File: src/hw/pjr_consts.vh
// Constants for the print job receive block: control bytes, answer
// codes, buffer thresholds and timing.
// Assumes a 125 MHz clock and one received byte per strobe.
`ifndef PJR_CONSTS_VH
`define PJR_CONSTS_VH

// -----------------------------------------------------------------
// Control bytes on the host link
// -----------------------------------------------------------------
`define PJR_STX 8'h02
`define PJR_ETX 8'h03
`define PJR_ENQ 8'h05
`define PJR_ACK 8'h06
`define PJR_NAK 8'h15

// -----------------------------------------------------------------
// Answer codes
// -----------------------------------------------------------------
`define PJR_STAT_OK 8'h00
`define PJR_STAT_ERR 8'h01
`define PJR_PSTAT_BASE 8'h40

// -----------------------------------------------------------------
// Buffer sizes and near-full thresholds (1MB = 2^20 bytes)
// -----------------------------------------------------------------
`define PJR_BUF_BYTES 3093299
`define PJR_NF_SET_BYTES 22'd996147
`define PJR_NF_REL_BYTES 22'd2044723
`define PJR_NF_SET_HIST 9'd50
`define PJR_NF_REL_HIST 9'd200

// -----------------------------------------------------------------
// Timing
// -----------------------------------------------------------------
`define PJR_CLK_MHZ 125
`define PJR_STAT_PERIOD_US 100
`define PJR_STAT_PERIOD_CYC (`PJR_STAT_PERIOD_US * `PJR_CLK_MHZ)

// -----------------------------------------------------------------
// Job FIFO
// -----------------------------------------------------------------
`define PJR_FIFO_W 10
`define PJR_FIFO_D 4

`endif

File: src/hw/pjr_top.v
// Print job receive block: frames jobs, answers ACK/NAK, status
// bytes and printer status, tracks receive-buffer near-full.
// Assumes bytes arrive already deframed from the serial receiver.
//
// Contract
// - Jobs are taken and printed one at a time from the stream.
// - Reception continues while earlier jobs compile and print.
// - A job larger than the receive buffer is rejected.
// - No flow control throttles the host.
// - An error-free transmission is answered with 06H.
// - A transmission with errors gets 15H; host resends it all.
// - After command analysis one status byte reports its validity.
// - Valid commands print; completion sends a printer status byte.
// - Only data between 02H and 03H counts as a print job.
// - Near-full sets when free bytes fall to 0.95MB of 2.95MB.
// - Near-full also sets when history room falls to 50 of 500.
// - Near-full clears at 1.95MB free bytes or 200 history room.
// - Switch 5 on: multi-buffer, periodic; off: single, on ENQ.
`timescale 1ns/1ps
`include "pjr_consts.vh"

// -----------------------------------------------------------------
// Job FIFO
// -----------------------------------------------------------------
module pjr_fifo #(
  parameter W = 10,
  parameter D = 4,
  parameter AW = 2
) (
  input wire clk_i,
  input wire rst_i,
  input wire in_valid_i,
  output wire in_ready_o,
  input wire [W-1:0] in_data_i,
  output wire out_valid_o,
  input wire out_ready_i,
  output wire [W-1:0] out_data_o
);
  reg [W-1:0] mem [0:D-1];
  reg [AW-1:0] wr_ptr;
  reg [AW-1:0] rd_ptr;
  reg [AW:0] count;
  wire push;
  wire pop;

  // Honest full and empty from the fill count
  assign in_ready_o = (count != D[AW:0]);
  assign out_valid_o = (count != {(AW+1){1'b0}});
  assign out_data_o = mem[rd_ptr];
  assign push = in_valid_i & in_ready_o;
  assign pop = out_valid_o & out_ready_i;

  // Storage needs no reset; only pointers and count carry state
  always @(posedge clk_i) begin
    if (push) begin
      mem[wr_ptr] <= in_data_i;
    end
  end

  // Pointers and count
  always @(posedge clk_i or posedge rst_i) begin
    if (rst_i) begin
      wr_ptr <= {AW{1'b0}};
      rd_ptr <= {AW{1'b0}};
      count <= {(AW+1){1'b0}};
    end else begin
      if (push) begin
        wr_ptr <= wr_ptr + 1'b1;
      end
      if (pop) begin
        rd_ptr <= rd_ptr + 1'b1;
      end
      if (push & ~pop) begin
        count <= count + 1'b1;
      end else if (pop & ~push) begin
        count <= count - 1'b1;
      end
    end
  end
endmodule

// -----------------------------------------------------------------
// Receive framer and answer generator
// -----------------------------------------------------------------
module pjr_top #(
  parameter MAX_JOB = `PJR_BUF_BYTES,
  parameter STAT_PERIOD = `PJR_STAT_PERIOD_CYC
) (
  input wire clk_i,
  input wire rst_i,
  input wire [7:0] rx_data_i,
  input wire rx_valid_i,
  input wire rx_err_i,
  input wire sw5_i,
  input wire cmd_done_i,
  input wire cmd_ok_i,
  input wire print_done_i,
  input wire [21:0] free_bytes_i,
  input wire [8:0] hist_free_i,
  output wire [7:0] job_data_o,
  output wire job_last_o,
  output wire job_abort_o,
  output wire job_valid_o,
  input wire job_ready_i,
  output reg [7:0] printer_serial_out_o,
  output reg tx_valid_o,
  input wire tx_ready_i,
  output reg near_full_o,
  output wire in_frame_o
);
  localparam [2:0] ST_IDLE = 3'b001;
  localparam [2:0] ST_FRAME = 3'b010;
  localparam [2:0] ST_TERM = 3'b100;

  reg [2:0] state;
  reg jerr;
  reg jbig;
  reg [21:0] jlen;
  reg ack_pend;
  reg [7:0] ack_code;
  reg stat_pend;
  reg [7:0] stat_code;
  reg prn_pend;
  reg enq_req;
  reg [31:0] tmr;
  reg push;
  reg [9:0] push_data;
  wire fifo_ready;
  wire [9:0] fifo_out;
  wire take;
  wire gate;
  wire sel_ack;
  wire sel_st;
  wire sel_pr;
  wire byte_ok;
  wire enq_ev;
  wire tmr_ev;
  wire job_bad;

  // Single job buffer path to the print engine
  pjr_fifo #(
    .W(`PJR_FIFO_W),
    .D(`PJR_FIFO_D),
    .AW(2)
  ) u_fifo (
    .clk_i(clk_i),
    .rst_i(rst_i),
    .in_valid_i(push),
    .in_ready_o(fifo_ready),
    .in_data_i(push_data),
    .out_valid_o(job_valid_o),
    .out_ready_i(job_ready_i),
    .out_data_o(fifo_out)
  );

  assign job_data_o = fifo_out[7:0];
  assign job_last_o = fifo_out[8];
  assign job_abort_o = fifo_out[9];
  assign in_frame_o = (state != ST_IDLE);
  assign job_bad = jerr | jbig;

  // A payload byte: clean, not a start or end byte; the frame state is checked where it is used
  assign byte_ok = rx_valid_i & ~rx_err_i &
                   (rx_data_i != `PJR_STX) & (rx_data_i != `PJR_ETX);

  // Enquiry only counts between jobs
  assign enq_ev = (state == ST_IDLE) & rx_valid_i & ~rx_err_i &
                  (rx_data_i == `PJR_ENQ);

  // -----------------------------------------------------------------
  // FIFO write side
  // -----------------------------------------------------------------
  // Terminator word carries the ACK/NAK verdict to the engine
  always @* begin
    push = 1'b0;
    push_data = {2'b00, rx_data_i};
    case (state)
      ST_FRAME: begin
        push = byte_ok & ~job_bad &
               (jlen != MAX_JOB[21:0]);
      end
      ST_TERM: begin
        push = 1'b1;
        push_data = {job_bad, 1'b1, `PJR_ETX};
      end
      default: begin
        push = 1'b0;
      end
    endcase
  end

  // -----------------------------------------------------------------
  // Frame state machine
  // -----------------------------------------------------------------
  // Overrun drops bytes and NAKs: the host is never paused
  always @(posedge clk_i or posedge rst_i) begin
    if (rst_i) begin
      state <= ST_IDLE;
      jerr <= 1'b0;
      jbig <= 1'b0;
      jlen <= 22'h000000;
    end else begin
      case (state)
        ST_IDLE: begin
          if (rx_valid_i & ~rx_err_i &
              (rx_data_i == `PJR_STX)) begin
            state <= ST_FRAME;
            jerr <= 1'b0;
            jbig <= 1'b0;
            jlen <= 22'h000000;
          end
        end
        ST_FRAME: begin
          if (rx_valid_i) begin
            if (rx_err_i) begin
              jerr <= 1'b1;
            end else if (rx_data_i == `PJR_STX) begin
              jerr <= 1'b1;
            end else if (rx_data_i == `PJR_ETX) begin
              state <= ST_TERM;
            end else if (~job_bad) begin
              if (jlen == MAX_JOB[21:0]) begin
                jbig <= 1'b1;
              end else if (~fifo_ready) begin
                jerr <= 1'b1;
              end else begin
                jlen <= jlen + 22'h000001;
              end
            end
          end
        end
        ST_TERM: begin
          if (fifo_ready) begin
            state <= ST_IDLE;
          end
        end
        default: begin
          state <= ST_IDLE;
        end
      endcase
    end
  end

  // -----------------------------------------------------------------
  // Answer arbitration
  // -----------------------------------------------------------------
  // Single-buffer mode holds status bytes until the host asks
  assign gate = sw5_i | enq_req;
  assign take = ~tx_valid_o | tx_ready_i;
  assign sel_ack = ack_pend;
  assign sel_st = ~ack_pend & stat_pend & gate;
  assign sel_pr = ~ack_pend & ~(stat_pend & gate) &
                  prn_pend & gate;
  assign tmr_ev = sw5_i & (tmr == STAT_PERIOD - 1);

  // Periodic status timer, multi-buffer mode only
  always @(posedge clk_i or posedge rst_i) begin
    if (rst_i) begin
      tmr <= 32'h00000000;
    end else if (~sw5_i | tmr_ev) begin
      tmr <= 32'h00000000;
    end else begin
      tmr <= tmr + 32'h00000001;
    end
  end

  // Pending answers; a new event beats the clear of the same cycle
  always @(posedge clk_i or posedge rst_i) begin
    if (rst_i) begin
      ack_pend <= 1'b0;
      ack_code <= `PJR_ACK;
      stat_pend <= 1'b0;
      stat_code <= `PJR_STAT_OK;
      prn_pend <= 1'b0;
      enq_req <= 1'b0;
    end else begin
      if ((state == ST_TERM) & fifo_ready) begin
        ack_pend <= 1'b1;
        ack_code <= job_bad ? `PJR_NAK : `PJR_ACK;
      end else if (sel_ack & take) begin
        ack_pend <= 1'b0;
      end
      if (cmd_done_i) begin
        stat_pend <= 1'b1;
        stat_code <= cmd_ok_i ? `PJR_STAT_OK
                              : `PJR_STAT_ERR;
      end else if (sel_st & take) begin
        stat_pend <= 1'b0;
      end
      if (print_done_i | tmr_ev | enq_ev) begin
        prn_pend <= 1'b1;
      end else if (sel_pr & take) begin
        prn_pend <= 1'b0;
      end
      if (enq_ev) begin
        enq_req <= 1'b1;
      end else if (sel_pr & take) begin
        enq_req <= 1'b0;
      end
    end
  end

  // Output byte register on the printer serial out
  always @(posedge clk_i or posedge rst_i) begin
    if (rst_i) begin
      tx_valid_o <= 1'b0;
      printer_serial_out_o <= 8'h00;
    end else if (take) begin
      tx_valid_o <= sel_ack | sel_st | sel_pr;
      if (sel_ack) begin
        printer_serial_out_o <= ack_code;
      end else if (sel_st) begin
        printer_serial_out_o <= stat_code;
      end else if (sel_pr) begin
        printer_serial_out_o <= `PJR_PSTAT_BASE |
          {6'h00, near_full_o, in_frame_o};
      end
    end
  end

  // -----------------------------------------------------------------
  // Receive buffer near-full with hysteresis
  // -----------------------------------------------------------------
  // Set has priority when one measure sets and the other releases
  always @(posedge clk_i or posedge rst_i) begin
    if (rst_i) begin
      near_full_o <= 1'b0;
    end else if ((free_bytes_i <= `PJR_NF_SET_BYTES) |
                 (hist_free_i <= `PJR_NF_SET_HIST)) begin
      near_full_o <= 1'b1;
    end else if ((free_bytes_i >= `PJR_NF_REL_BYTES) |
                 (hist_free_i >= `PJR_NF_REL_HIST)) begin
      near_full_o <= 1'b0;
    end
  end
endmodule

File: config.mk
export PLATFORM = sky130hd
export DESIGN_NAME = pjr_top
export DESIGN_NICKNAME = d
export VERILOG_FILES = /design/src/hw/pjr_top.v
export VERILOG_INCLUDE_DIRS = /design/src /design/src/hw
export SDC_FILE = /design/constraint.sdc
export NUM_CORES = 1
export LEC_CHECK = 0
export BUFFER_PORTS_ARGS = -buffer_cell sky130_fd_sc_hd__clkbuf_2
export CELL_PAD_IN_SITES_DETAIL_PLACEMENT = 1
export CELL_PAD_IN_SITES_GLOBAL_PLACEMENT = 2
export CORE_MARGIN = 3
export CORE_UTILIZATION = 42
export DETAILED_ROUTE_END_ITERATION = 7
export GPL_TIMING_DRIVEN = 0
export PLACE_DENSITY = 0.86
export SLEW_MARGIN = 5
export SYNTH_ARGS = -nofsm -noshare
export SYNTH_HDL_FRONTEND = slang
export SYNTH_SLANG_ARGS = --single-unit
export TNS_END_PERCENT = 5
File: constraint.sdc
create_clock -name clk_i -period 7.7 [get_ports clk_i]
set_clock_uncertainty 0.2 [all_clocks]
set_input_delay 1.155 -clock clk_i [delete_from_list [all_inputs] [get_ports clk_i]]
set_output_delay 1.155 -clock clk_i [all_outputs]
set_load 0.02 [all_outputs]
==> results of run 1 <==
-- registers in the layout (all words and copies together), names as in the netlist, 3 cells and up --
register,cells
jlen,22
printer_serial_out_o,5
state,3
tmr,32
u_fifo.count,3
u_fifo.mem,40
-- layout by cell type, fill, tap and decap left out, types with 11 or more instances in the layout --
cell        n
dfrtp_1    78
clkbuf_16  17
nor4_1     21
nand3b_1   11
and4_1     11
nor2_1     52
nand2_1    36
edfxtp_1   40
nand3_1    24
nor3_1     11
clkbuf_1   11
o21ai_0    13
a21oi_1    13
nand4_1    17
inv_1      21
a31oi_1    28
xnor2_1    26
clkbuf_2   67
nor2b_1    15
-- logic make-up after synthesis --
logic type | count (synthesis) | synth area share (%)
simple gates | 249 | 23.25
flops | 120 | 52.03
compound gates | 87 | 9.687
buf+inv | 47 | 3.676
xor+xnor | 35 | 4.976
mux | 15 | 4.569
fa+ha+maj | 8 | 1.746
other cells | 1 | 0.06087
-- Yosys cell counts (all sizes together), types with 11 or more instances --
master	count
dfrtp	78
nor2	52
edfxtp	40
nand2	36
a31oi	28
xnor2	26
nand3	24
inv	22
nor4	22
nand4	18
buf	15
nor2b	15
a21oi	14
o21ai	13
and4	12
nand3b	11
nor3	11
-- per-layer routing --
layer / vias to the layer above / wire length [um] / track usage [%]
li1: 2287 / - / -
met1: 2448 / 6903 / 25.44
met2: 85 / 7744 / 34.71
met3: 16 / 587 / 4.515
met4: 0 / 172 / 5.300
met5: - / 0 / 0
-- worst max-delay path by stage --
stage	start	end	cells past startpoint
2_1_floorplan	rx_data_i[5]	u_fifo.count[1]$_DFFE_PP0P_	10
3_3_place_gp	rst_i	near_full_o$_DFFE_PP0P_	2
3_5_place_dp	rx_data_i[4]	u_fifo.count[1]$_DFFE_PP0P_	11
4_1_cts	rx_data_i[4]	u_fifo.count[1]$_DFFE_PP0P_	11
5_1_grt	rx_data_i[4]	u_fifo.count[1]$_DFFE_PP0P_	11
6_report	rx_data_i[4]	u_fifo.count[1]$_DFFE_PP0P_	11
-- final cells by class --
type / instances / area (um2) / share of cell area (%)
sequential: 120 / 3206 / 43.64
multi-input combinational: 397 / 2736 / 37.25
clock buffer: 18 / 429.2 / 5.842
timing repair buffer: 68 / 362.8 / 4.940
tap: 180 / 225.2 / 3.066
clock inverter: 14 / 157.7 / 2.146
buffer: 25 / 143.9 / 1.959
inverter: 22 / 85.08 / 1.158
-- worst max-delay path: stages --
cell and delay (ns):
clkbuf_2 0.11, nor4b_1 0.68, a21boi_0 0.33, and4_1 0.27, buf_2 0.20, a21oi_4 0.26
inv_1 0.08, ha_1 0.21, inv_1 0.07, fa_1 0.42, mux2_2 0.27
-- through the flow --
step,hold slack (ns),instance area (um2),power [mW]
5_1_grt,0.3209,7346,1.935
6_report,0.2799,7346,1.852
3_5_place_dp,0.2734,6759,1.080
4_1_cts,0.2871,7346,1.873
2_1_floorplan,0.2479,6168,0.9610
3_3_place_gp,0.2644,6729,1.065
-- power breakdown --
part           internal, mW  switching (mW)
logic                 0.138           0.207
registers             0.689          0.0293
clock network         0.504           0.284
total                  1.33           0.521
==> key figures, run 1 <==
Status
  • Status: finished clean

Power
  • Max rail drop VDD: approximately 160 uV
  • Lkg Pwr: 2.907 nW
  • Power per cell area: roughly 250 nW/um2

Floorplan
  • Die W: about 130 um
  • Ports: between 70 and 80
  • Rows: 43
  • Core box area: around 14000 um2
  • Initial Util: between 40% and 50%
  • DIE HEIGHT: 127.1 um
  • DIE AREA: 16160 um2

Worst hold path
  • Hold path depth: 2
  • HP Start: printer_serial_out_o[2]$_DFFE_PP0P_
  • Hold Path End: printer_serial_out_o[2]$_DFFE_PP0P_
  • Hold WC Path Type: flip-flop to flip-flop

Place
  • Placed Cells: 812
  • GPL Wtd Cong: around 0.86
  • DPL Wire Length: about 11000 um
  • Pre-CTS setup slack: between 3 and 4 ns
  • # port buffers: 67

Critical path
  • WS Path Type: input port to flip-flop
  • Crit path max fanout: 9
  • Setup crit end kind: flip-flop
  • Worst Path Required: between 7 and 8 ns
  • R2R Setup Slk: 4.47 ns
  • FF-to-FF End: u_fifo.count[1]$_DFFE_PP0P_
  • Worst R2R Path Depth: 10
  • Worst setup SP type: input port
  • Reg2reg start: jlen[0]$_DFFE_PP0P_
  • Worst path arrival time: between 4 and 5 ns

Clocking
  • Setup bufs post-CTS: 0
  • Clock Path Buffers: 2
  • Clk_lat worst skew: 0.42 ns
  • Post-CTS Hold Buffers: 0
  • H-tree levels: 4
  • CTS clock-pin slew for the worst setup and hold paths: 0.06 ns
  • CTS tree: built
  • CTS Root Cell: clkbuf_16
  • Number of buffers created by CTS: 17
  • Clk sinks: 120
  • Post-cts resize count: 0

STA
  • Highest Clock Rate: between 0.2 and 0.3 GHz
  • Minimum clock period: 3.966 ns
  • Tcrit/Tclk final: around half
  • Hold Fails Final Rpt: 0
  • Slew headroom: around 28%
  • Worst-Margin Slew: 1.072 ns
  • Final setup margin: 3.734 ns
  • Fin. max-slew vios: 0
  • RSZ-0062 raised after global routing: no
  • Setup tns final: 0 ns
  • Setup violators final: 0

Final layout
  • Area growth, synth to finish: 19.23%
  • Diodes inserted: 0
  • Fin nets: about 710
  • Share of layout cells above drive strength 1: around 22%
  • Final core utilization: between 50 and 60%
  • Non-Filler Instances: 844
  • Layout fillers: 1538

Drt
  • Mean routed wirelength per cell: between 15 and 20 um
  • DRC viols: 0
  • Initial drt markers: around 180
  • Final WL: approximately 15000 um
  • Via count: roughly 4800
  • ANT nets after route: 0
  • DR vias/cell: approximately 5.7
  • First-pass DRT Iterations: 4

Synthesis
  • Seq/Total Area, Yosys: between 50% and 60%
  • Cells after Synth: 562
  • Area leader, netlist: dfrtp_1
  • Synth async-reset ratio: between 60% and 70%
  • Top cell type's share of synthesized area: between 30% and 40%
  • Mean Syn Cell Area: roughly 11 um2
  • Seq cells post-synth: between 100 and 150
  • Main synth FF type: dfrtp_1
  • Synth area leaders: dfrtp_1 32%, edfxtp_1 19%, xnor2_1 3.7%
  • Post-synthesis cell type count: between 60 and 70
  • Post-synth EDFFs: 40
  • Yosys warning count: 0
  • Synth Cell Area: approximately 6200 um2

Global route
  • First-pass GRT wire length: around 26000 um
  • GRT overflow: 0
  • Largest net degree at the start of global routing: 47
  • Total global routing track utilization: ~20%
  • Vias in the first global route: between 5000 and 6000
  • Antenna violations before repair: 0

Job
  • Maxcap violations: 0
No activity file was read; power rests on OpenSTA's default activity.
==> run 2: changes to the inputs <==
Settings changed: ABC_AREA set to 1, CORE_UTILIZATION 42 to 35, PLACE_DENSITY 0.86 to 0.8.
Clock period 7.7 ns to 3.8 ns, I/O delays scaled along.
==> run 2 against run 1 <==
Compared with the run above:
- critical path depth is 4 lower
- sequential share of layout area shrank 2.1 points
- synthesized cell count rose by 43%
- largest power group unchanged
- critical path type is now flip-flop to flip-flop
- register-to-register slack lost 3.6 ns
- hold slack worse by 0.13 ns
- via count rose by 15%
==> key figures, run 2 <==
Status
  • Status: finished clean

Synthesis
  • Mean Syn Cell Area: 8.040 um2 (-27%)
  • Cells after Synth: 803 (+43%)
  • Post-synth EDFFs: 40 (unchanged)
  • Top cell type's share of synthesized area: 30.23% (-1.4 points)
  • Most common cell in the synthesized netlist: nand2_1
  • Synth area leaders: dfrtp_1 30%, edfxtp_1 19%, nand2_1 13%
  • Largest family of logic cells by synthesized area: simple AND/OR/NAND/NOR gates
  • Post-synthesis cell type count: 37 (-44%)
  • Mux cell area share after synthesis: 0% (-4.6 points)
  • Yosys warning count: 0 (unchanged)
  • Area leader, netlist: dfrtp_1
  • Synth async-reset ratio: 66.67% (unchanged)
  • Post-Synth Simple-Gate Area: 31.09% (+7.8 points)
  • Commonest cells in the netlist: 218 x nand2_1, 144 x nor2_1, 78 x dfrtp_1, 78 x inv_1, 40 x edfxtp_1
  • Seq/Total Area, Yosys: 49.65% (-2.4 points)
  • Synth Cell Area: 6456 um2 (+4.8%)
  • Compound-Gate Fraction of Synth Area: 5.116% (-4.6 points)
  • Synth Area in Adders: 1.667% (-0.080 points)
  • Xor/xnor share of the synthesized area: 5.562% (+0.59 points)
  • Seq cells post-synth: 120 (unchanged)
  • Main synth FF type: dfrtp_1

Critical path
  • Setup crit end kind: flip-flop
  • Worst Path Required: 3.63 ns (-4.16 ns)
  • WS Path Type: flip-flop to flip-flop
  • Crit path max fanout: 12 (+3)
  • R2R Setup Slk: 0.84 ns (-3.63 ns)
  • FF-to-FF End: u_fifo.mem[1][9]$_DFFE_PP_
  • Reg2reg start: state[1]$_DFFE_PP0P_
  • Worst path arrival time: 2.79 ns (-1.27 ns)
  • Worst R2R Path Depth: 7 (-3)
  • Worst setup SP type: flip-flop

Global route
  • Total global routing track utilization: 18.85% (-1.2 points)
  • Vias in the first global route: 6127 (+19%)
  • Largest net degree at the start of global routing: 65 (+38%)
  • Antenna violations before repair: 0 (unchanged)
  • First-pass GRT wire length: 30040 um (+16%)
  • GRT overflow: 0 (unchanged)

Floorplan
  • Ports: 71 (unchanged)
  • Initial Util: 35.82% (-7.9 points)
  • Die W: 141.8 um (+12%)
  • DIE HEIGHT: 141.8 um (+12%)
  • Core box area: 18020 um2 (+28%)
  • DIE AREA: 20110 um2 (+24%)
  • Rows: 49 (+14%)

STA
  • Setup violators final: 0 (unchanged)
  • Fin. max-slew vios: 0 (unchanged)
  • RSZ-0062 raised after global routing: no
  • Worst-Margin Slew: 1.121 ns (+0.04939 ns)
  • Tcrit/Tclk final: between 70 and 80%
  • Minimum clock period: between 2 and 3 ns
  • Hold Fails Final Rpt: 0 (unchanged)
  • Highest Clock Rate: between 0.3 and 0.4 GHz
  • Slew headroom: 24.99% (-3.4 points)
  • Setup tns final: 0 ns (unchanged)

Drt
  • Mean routed wirelength per cell: 15.62 um (-14%)
  • First-pass DRT Iterations: 4 (unchanged)
  • DRC viols: 0 (unchanged)
  • Final WL: 17730 um (+15%)
  • Initial drt markers: 237 (+30%)
  • Via count: 5554 (+15%)
  • DR vias/cell: 4.893 (-15%)
  • ANT nets after route: 0 (unchanged)

Worst hold path
  • Hold Path End: stat_code[0]$_DFFE_PP0P_
  • Hold path depth: 2 (unchanged)
  • HP Start: cmd_ok_i
  • Hold WC Path Type: input port to flip-flop

Power
  • Power per cell area: 580.0 nW/um2 (+130%)
  • Power, Total: 4.476 mW (+140%)
  • Max rail drop VDD: 309.8 uV (+92%)
  • Lkg Pwr: 3.464 nW (+19%)

Place
  • GPL Wtd Cong: 0.8888 (+3.0%)
  • # port buffers: 67 (unchanged)
  • DPL Wire Length: 13390 um (+22%)
  • Placed Cells: 1102 (+36%)

Final layout
  • Non-Filler Instances: 1135 (+34%)
  • Most frequent cells in the layout: 218 x nand2_1, 144 x nor2_1, 78 x dfrtp_1
  • Layout fillers: 2206 (+43%)
  • Share of layout cells above drive strength 1: 16.11% (-6.3 points)
  • Fin nets: 950 (+34%)
  • Diodes inserted: 0 (unchanged)
  • Largest regs: u_fifo.mem: 40 flops, tmr: 32 flops, jlen: 22 flops
  • Max reg flops: 40 (unchanged)
  • Most common cell after layout, fill and taps aside: nand2_1
  • Area growth, synth to finish: 19.53%
  • Area of the multi-input gates: 2815 um2 (+2.9%)
  • FF+latch area: 3206 um2 (unchanged)
  • Largest Register: u_fifo.mem

Job
  • Maxcap violations: 0 (unchanged)

Clocking
  • Clk sinks: 120 (unchanged)
  • Clock Path Buffers: 2 (unchanged)
  • Number of buffers created by CTS: 17 (unchanged)
  • Clk_lat worst skew: 0.42 ns (about the same)
  • CTS tree: built
  • CTS Root Cell: clkbuf_16
  • H-tree levels: 4 (unchanged)
  • CTS clock-pin slew for the worst setup and hold paths: 0.06 ns (about the same)
run 2: cell types whose count changed after synthesis, moves of 13 or more:
cell     change
nor2b_1     -15
inv_1       +56
nor3_1      +18
nand2_1    +182
nor4_1      -21
xor2_1      +15
nand3_1     +13
nor2_1      +92
o21ai_0     +24
a31oi_1     -26
run 2: worst max path at each step:
| stage | startpoint | to | cells after the start |
|---|---|---|---|
| after floorplan | rst_i | ack_code[0]$_DFFE_PP0P_ | 1 |
| after global placement | rst_i | u_fifo.rd_ptr[1]$_DFFE_PP0P_ | 2 |
| after detailed placement | rx_data_i[5] | u_fifo.mem[1][6]$_DFFE_PP_ | 11 |
| after CTS | state[1]$_DFFE_PP0P_ | u_fifo.mem[1][2]$_DFFE_PP_ | 7 |
| after global routing | state[1]$_DFFE_PP0P_ | u_fifo.mem[1][1]$_DFFE_PP_ | 7 |
| final | state[1]$_DFFE_PP0P_ | u_fifo.mem[1][9]$_DFFE_PP_ | 7 |
run 2: report_power, final:
part / switching [mW] / internal (mW) / total, mW
registers: 0.0912 / 1.49 / 1.58
clock network: 0.653 / 0.981 / 1.63
logic: 0.871 / 0.391 / 1.26
total: 1.62 / 2.86 / 4.48
run 2: area by class of cell:
| type | instances | area share, % |
|---|---|---|
| Tap cell | 229 | 3.713 |
| Buffer | 17 | 1.605 |
| Multi-Input combinational cell | 583 | 36.48 |
| Sequential cell | 120 | 41.54 |
| Inverter | 85 | 4.167 |
| Timing Repair Buffer | 69 | 4.831 |
| Clock buffer | 17 | 5.512 |
| Clock inverter | 15 | 2.156 |
run 2: metal layers:
| metal | vias up | global-route usage, % | share of wire, % |
|---|---|---|---|
| met1 | 2716 | 23.47 | 44 |
| met4 | 0 | 5.606 | 1.3 |
| met5 | - | 0 | 0 |
| met3 | 14 | 4.112 | 3.3 |
| li1 | 2737 | - | - |
| met2 | 87 | 32.83 | 52 |
run 2: cells by family after synthesis:
group,after synthesis
AOI/OAI and AO/OA,60
xor gates and xnor gates,41
adders and majority gates,8
buffers and inverters,102
DFF,120
other,1
and+or+nand+nor,471
run 2: what timing repair did:
item,4_1_cts,5_1_grt
hold buffers,1,0
buffers inserted,0,0
resized for setup,0,0
endpoints found under the hold margin,16,0
endpoints found under the setup margin,0,0
run 2: critical path, cell delays in order (launching register included):
cell and delay (ns):
dfrtp_1 0.44, nor3_4 0.43, inv_2 0.13, nor2_4 0.15, inv_1 0.10, nand2_2 0.15, inv_1 0.12, nor2_1 0.86
run 2: per-stage QoR:
step                area, um2  worst slack (ns)  utilization (%)  hold WS (ns)
floorplan                6464            0.9816                -        0.2455
global placement         7086           -0.1910            39.31        0.2600
detailed placement       7116            0.7382            39.48        0.2652
CTS                      7717            0.7240            42.82        0.1472
global route             7717            0.5529            42.82        0.1647
finish                   7717            0.8367            42.82        0.1547
==> run 3: changes to the inputs <==
Clock period 3.8 ns to 2.81 ns, I/O delays scaled along.
==> run 3 against run 2 <==
Compared with the run above:
- flip-flop and latch count stayed put
- sequential power increased by 35%
- hold slack got worse by 0.12 ns
- first-iteration DRC count fell by 7.2%
- clock power up 36%
- via count increased by 0.63%
- total power up 36%
- critical path depth down 2
- non-clock buffer count grew 3
- largest power group unchanged
- critical path type is now flip-flop to output pin
==> key figures, run 3 (synthesis gave the netlist of run 2 again) <==
Global route
  • Total global routing track utilization: 18.88% (+0.029 points)
  • First-pass GRT wire length: 30080 um (+0.12%)
  • Vias in the first global route: 6132 (+0.082%)
  • Antenna violations before repair: 0 (unchanged)
  • Largest net degree at the start of global routing: 65 (unchanged)
  • GRT overflow: 0 (unchanged)

Clocking
  • Clk sinks: 120 (unchanged)
  • H-tree levels: 4 (unchanged)
  • Clk_lat worst skew: 0.42 ns (about the same)
  • CTS tree: built
  • CTS clock-pin slew for the worst setup and hold paths: 0.06 ns (about the same)
  • Clock Path Buffers: 2 (unchanged)
  • Number of buffers created by CTS: 17 (unchanged)
  • CTS Root Cell: clkbuf_16

Power
  • Seq pwr share: 35.1% (-0.2 points)
  • Lkg Pwr: 3.477 nW (+0.38%)
  • Gate power share: 28.5% (+0.3 points)
  • Power per cell area: 783.1 nW/um2 (+35%)
  • P_sw: 2.202 mW (+36%)
  • Max rail drop VDD: 422.7 uV (+36%)
  • Switching share of power: 36.22% (+0.13 points)
  • Int Pwr: 3.878 mW (+36%)
  • Clock Power Share: 36.4% (about the same)

Final layout
  • Largest regs: u_fifo.mem: 40 flops, tmr: 32 flops, jlen: 22 flops
  • Layout fillers: 2211 (+0.23%)
  • Post-route cell area: 7765 um2 (+0.62%)
  • Share of layout cells above drive strength 1: 17.05% (+0.94 points)
  • Max reg flops: 40 (unchanged)
  • Largest Register: u_fifo.mem
  • Final core utilization: 43.08% (+0.26 points)
  • Fin nets: 953 (+0.32%)
  • Most common cell after layout, fill and taps aside: nand2_1
  • Most frequent cells in the layout: 218 x nand2_1, 140 x nor2_1, 78 x dfrtp_1
  • Diodes inserted: 0 (unchanged)
  • Area growth, synth to finish: 20.27%

STA
  • Fin. max-slew vios: 0 (unchanged)
  • Tcrit/Tclk final: between 90% and 100%
  • RSZ-0062 raised after global routing: no
  • Highest Clock Rate: ~0.38 GHz
  • Setup tns final: 0 ns (unchanged)
  • Slew headroom: 52.47% (+27 points)
  • Minimum clock period: 2.600 ns
  • Worst-Margin Slew: 0.7122 ns (-0.4088 ns)
  • Setup violators final: 0 (unchanged)
  • Final setup margin: 0.2102 ns (-0.6265 ns)
  • Hold Slack: 0.03613 ns (-0.1186 ns)
  • Hold Fails Final Rpt: 0 (unchanged)

Critical path
  • Largest delay contributor family on the critical path: buffers and inverters
  • Crit path max fanout: 10 (-2)
  • WS Path Type: flip-flop to output pin
  • Worst path arrival time: 1.98 ns (-0.81 ns)
  • Worst Path Required: 2.19 ns (-1.44 ns)
  • Crit path largest cell delay: 0.42 ns (-0.44 ns)
  • Slowest CP cell: clkbuf_1
  • Bufs and invs on worst path: 3 (unchanged)
  • Worst setup SP type: flip-flop
  • Setup crit end kind: output pin
  • Critical Path, Cell by Cell: inv_1, clkbuf_1, o21ai_0, o22ai_1, clkbuf_2

Drt
  • Via count: 5589 (+0.63%)
  • DR vias/cell: 4.911 (+0.36%)
  • Final WL: 17740 um (about the same)
  • First-pass DRT Iterations: 4 (unchanged)
  • Mean routed wirelength per cell: 15.59 um (-0.19%)
  • DRC viols: 0 (unchanged)
  • Initial drt markers: 220 (-7.2%)
  • ANT nets after route: 0 (unchanged)

Floorplan
  • Rows: 49 (unchanged)
  • Ports: 71 (unchanged)
  • DIE HEIGHT: 141.8 um (unchanged)
  • Die W: 141.8 um (unchanged)
  • Initial Util: 35.82% (unchanged)
  • Core box area: 18020 um2 (unchanged)
  • DIE AREA: 20110 um2 (unchanged)

Status
  • Status: finished clean

Worst hold path
  • Hold WC Path Type: input port to flip-flop

Place
  • Pre-CTS setup slack: -0.1853 ns (-0.9235 ns)
  • # port buffers: 67 (unchanged)
  • Placed Area: 7116 um2 (unchanged)
  • GPL Wtd Cong: 0.8888 (unchanged)
  • DPL Wire Length: 13390 um (unchanged)

Job
  • Maxcap violations: 0 (unchanged)
-- run 3: path summary, 6_finish.rpt --
kind	from	endpoint	slack [ns]	depth (start not counted)
hold reg to reg	printer_serial_out_o[6]$_DFFE_PP0P_	printer_serial_out_o[6]$_DFFE_PP0P_	0.29	2
setup reg to reg	state[2]$_DFFE_PP0P_	u_fifo.count[2]$_DFFE_PP0P_	0.27	13
setup / recovery	u_fifo.rd_ptr[0]$_DFFE_PP0P_	job_data_o[0]	0.21	5
max in group asynchronous	rst_i	state[0]$_DFFE_PP1P_	1.49	4
min in group asynchronous	rst_i	tx_valid_o$_DFFE_PP0N_	0.29	3
hold / removal	print_done_i	prn_pend$_DFFE_PP0P_	0.04	3
-- run 3: what timing repair did --
item	4_1_cts	5_1_grt
pin swaps	0	1
resized for setup	4	4
cloned	0	0
buffers inserted	0	2
endpoints found under the hold margin	17	0
endpoints found under the setup margin	40	42
hold buffers	2	0
-- run 3: metrics by stage --
| step | total power [mW] | instances |
|---|---|---|
| 3_5_place_dp | 3.901 | 1102 |
| 6_report | 6.081 | 1138 |
| 3_3_place_gp | 3.787 | 1101 |
| 5_1_grt | 6.453 | 1138 |
| 4_1_cts | 6.153 | 1136 |
| 2_1_floorplan | 3.290 | 805 |
-- run 3: layout make-up --
| class | count | area [um2] | share of cell area [%] |
|---|---|---|---|
| plain buffers | 17 | 123.9 | 1.595 |
| inverters | 85 | 321.6 | 4.141 |
| repair buffers | 72 | 397.9 | 5.124 |
| multi-input cells | 583 | 2838 | 36.55 |
| well taps | 229 | 286.5 | 3.690 |
| clock inverters | 15 | 166.4 | 2.143 |
| flip-flops and latches | 120 | 3206 | 41.28 |
| clock buffers | 17 | 425.4 | 5.479 |
-- run 3: tightest hold or removal path, cell delays in order --
cell and delay (ns):
clkbuf_2 0.08, nor2_1 0.04, nand3_1 0.07
-- run 3: power by group through the flow --
stage | Clock (mW) | Combinational (mW) | Sequential (mW)
after floorplan | 0 | 1.11 | 2.18
after global placement | 0 | 1.63 | 2.15
after detailed placement | 0 | 1.74 | 2.17
after CTS | 2.26 | 1.76 | 2.14
after global routing | 2.34 | 1.95 | 2.16
final | 2.21 | 1.73 | 2.14
-- run 3: metal layers --
layer | vias up | track usage (%) | share of wire, %
li1 | 2740 | - | -
met1 | 2737 | 23.52 | 44
met2 | 98 | 32.88 | 52
met3 | 14 | 4.112 | 3.3
met4 | 0 | 5.606 | 1.3
met5 | - | 0 | 0
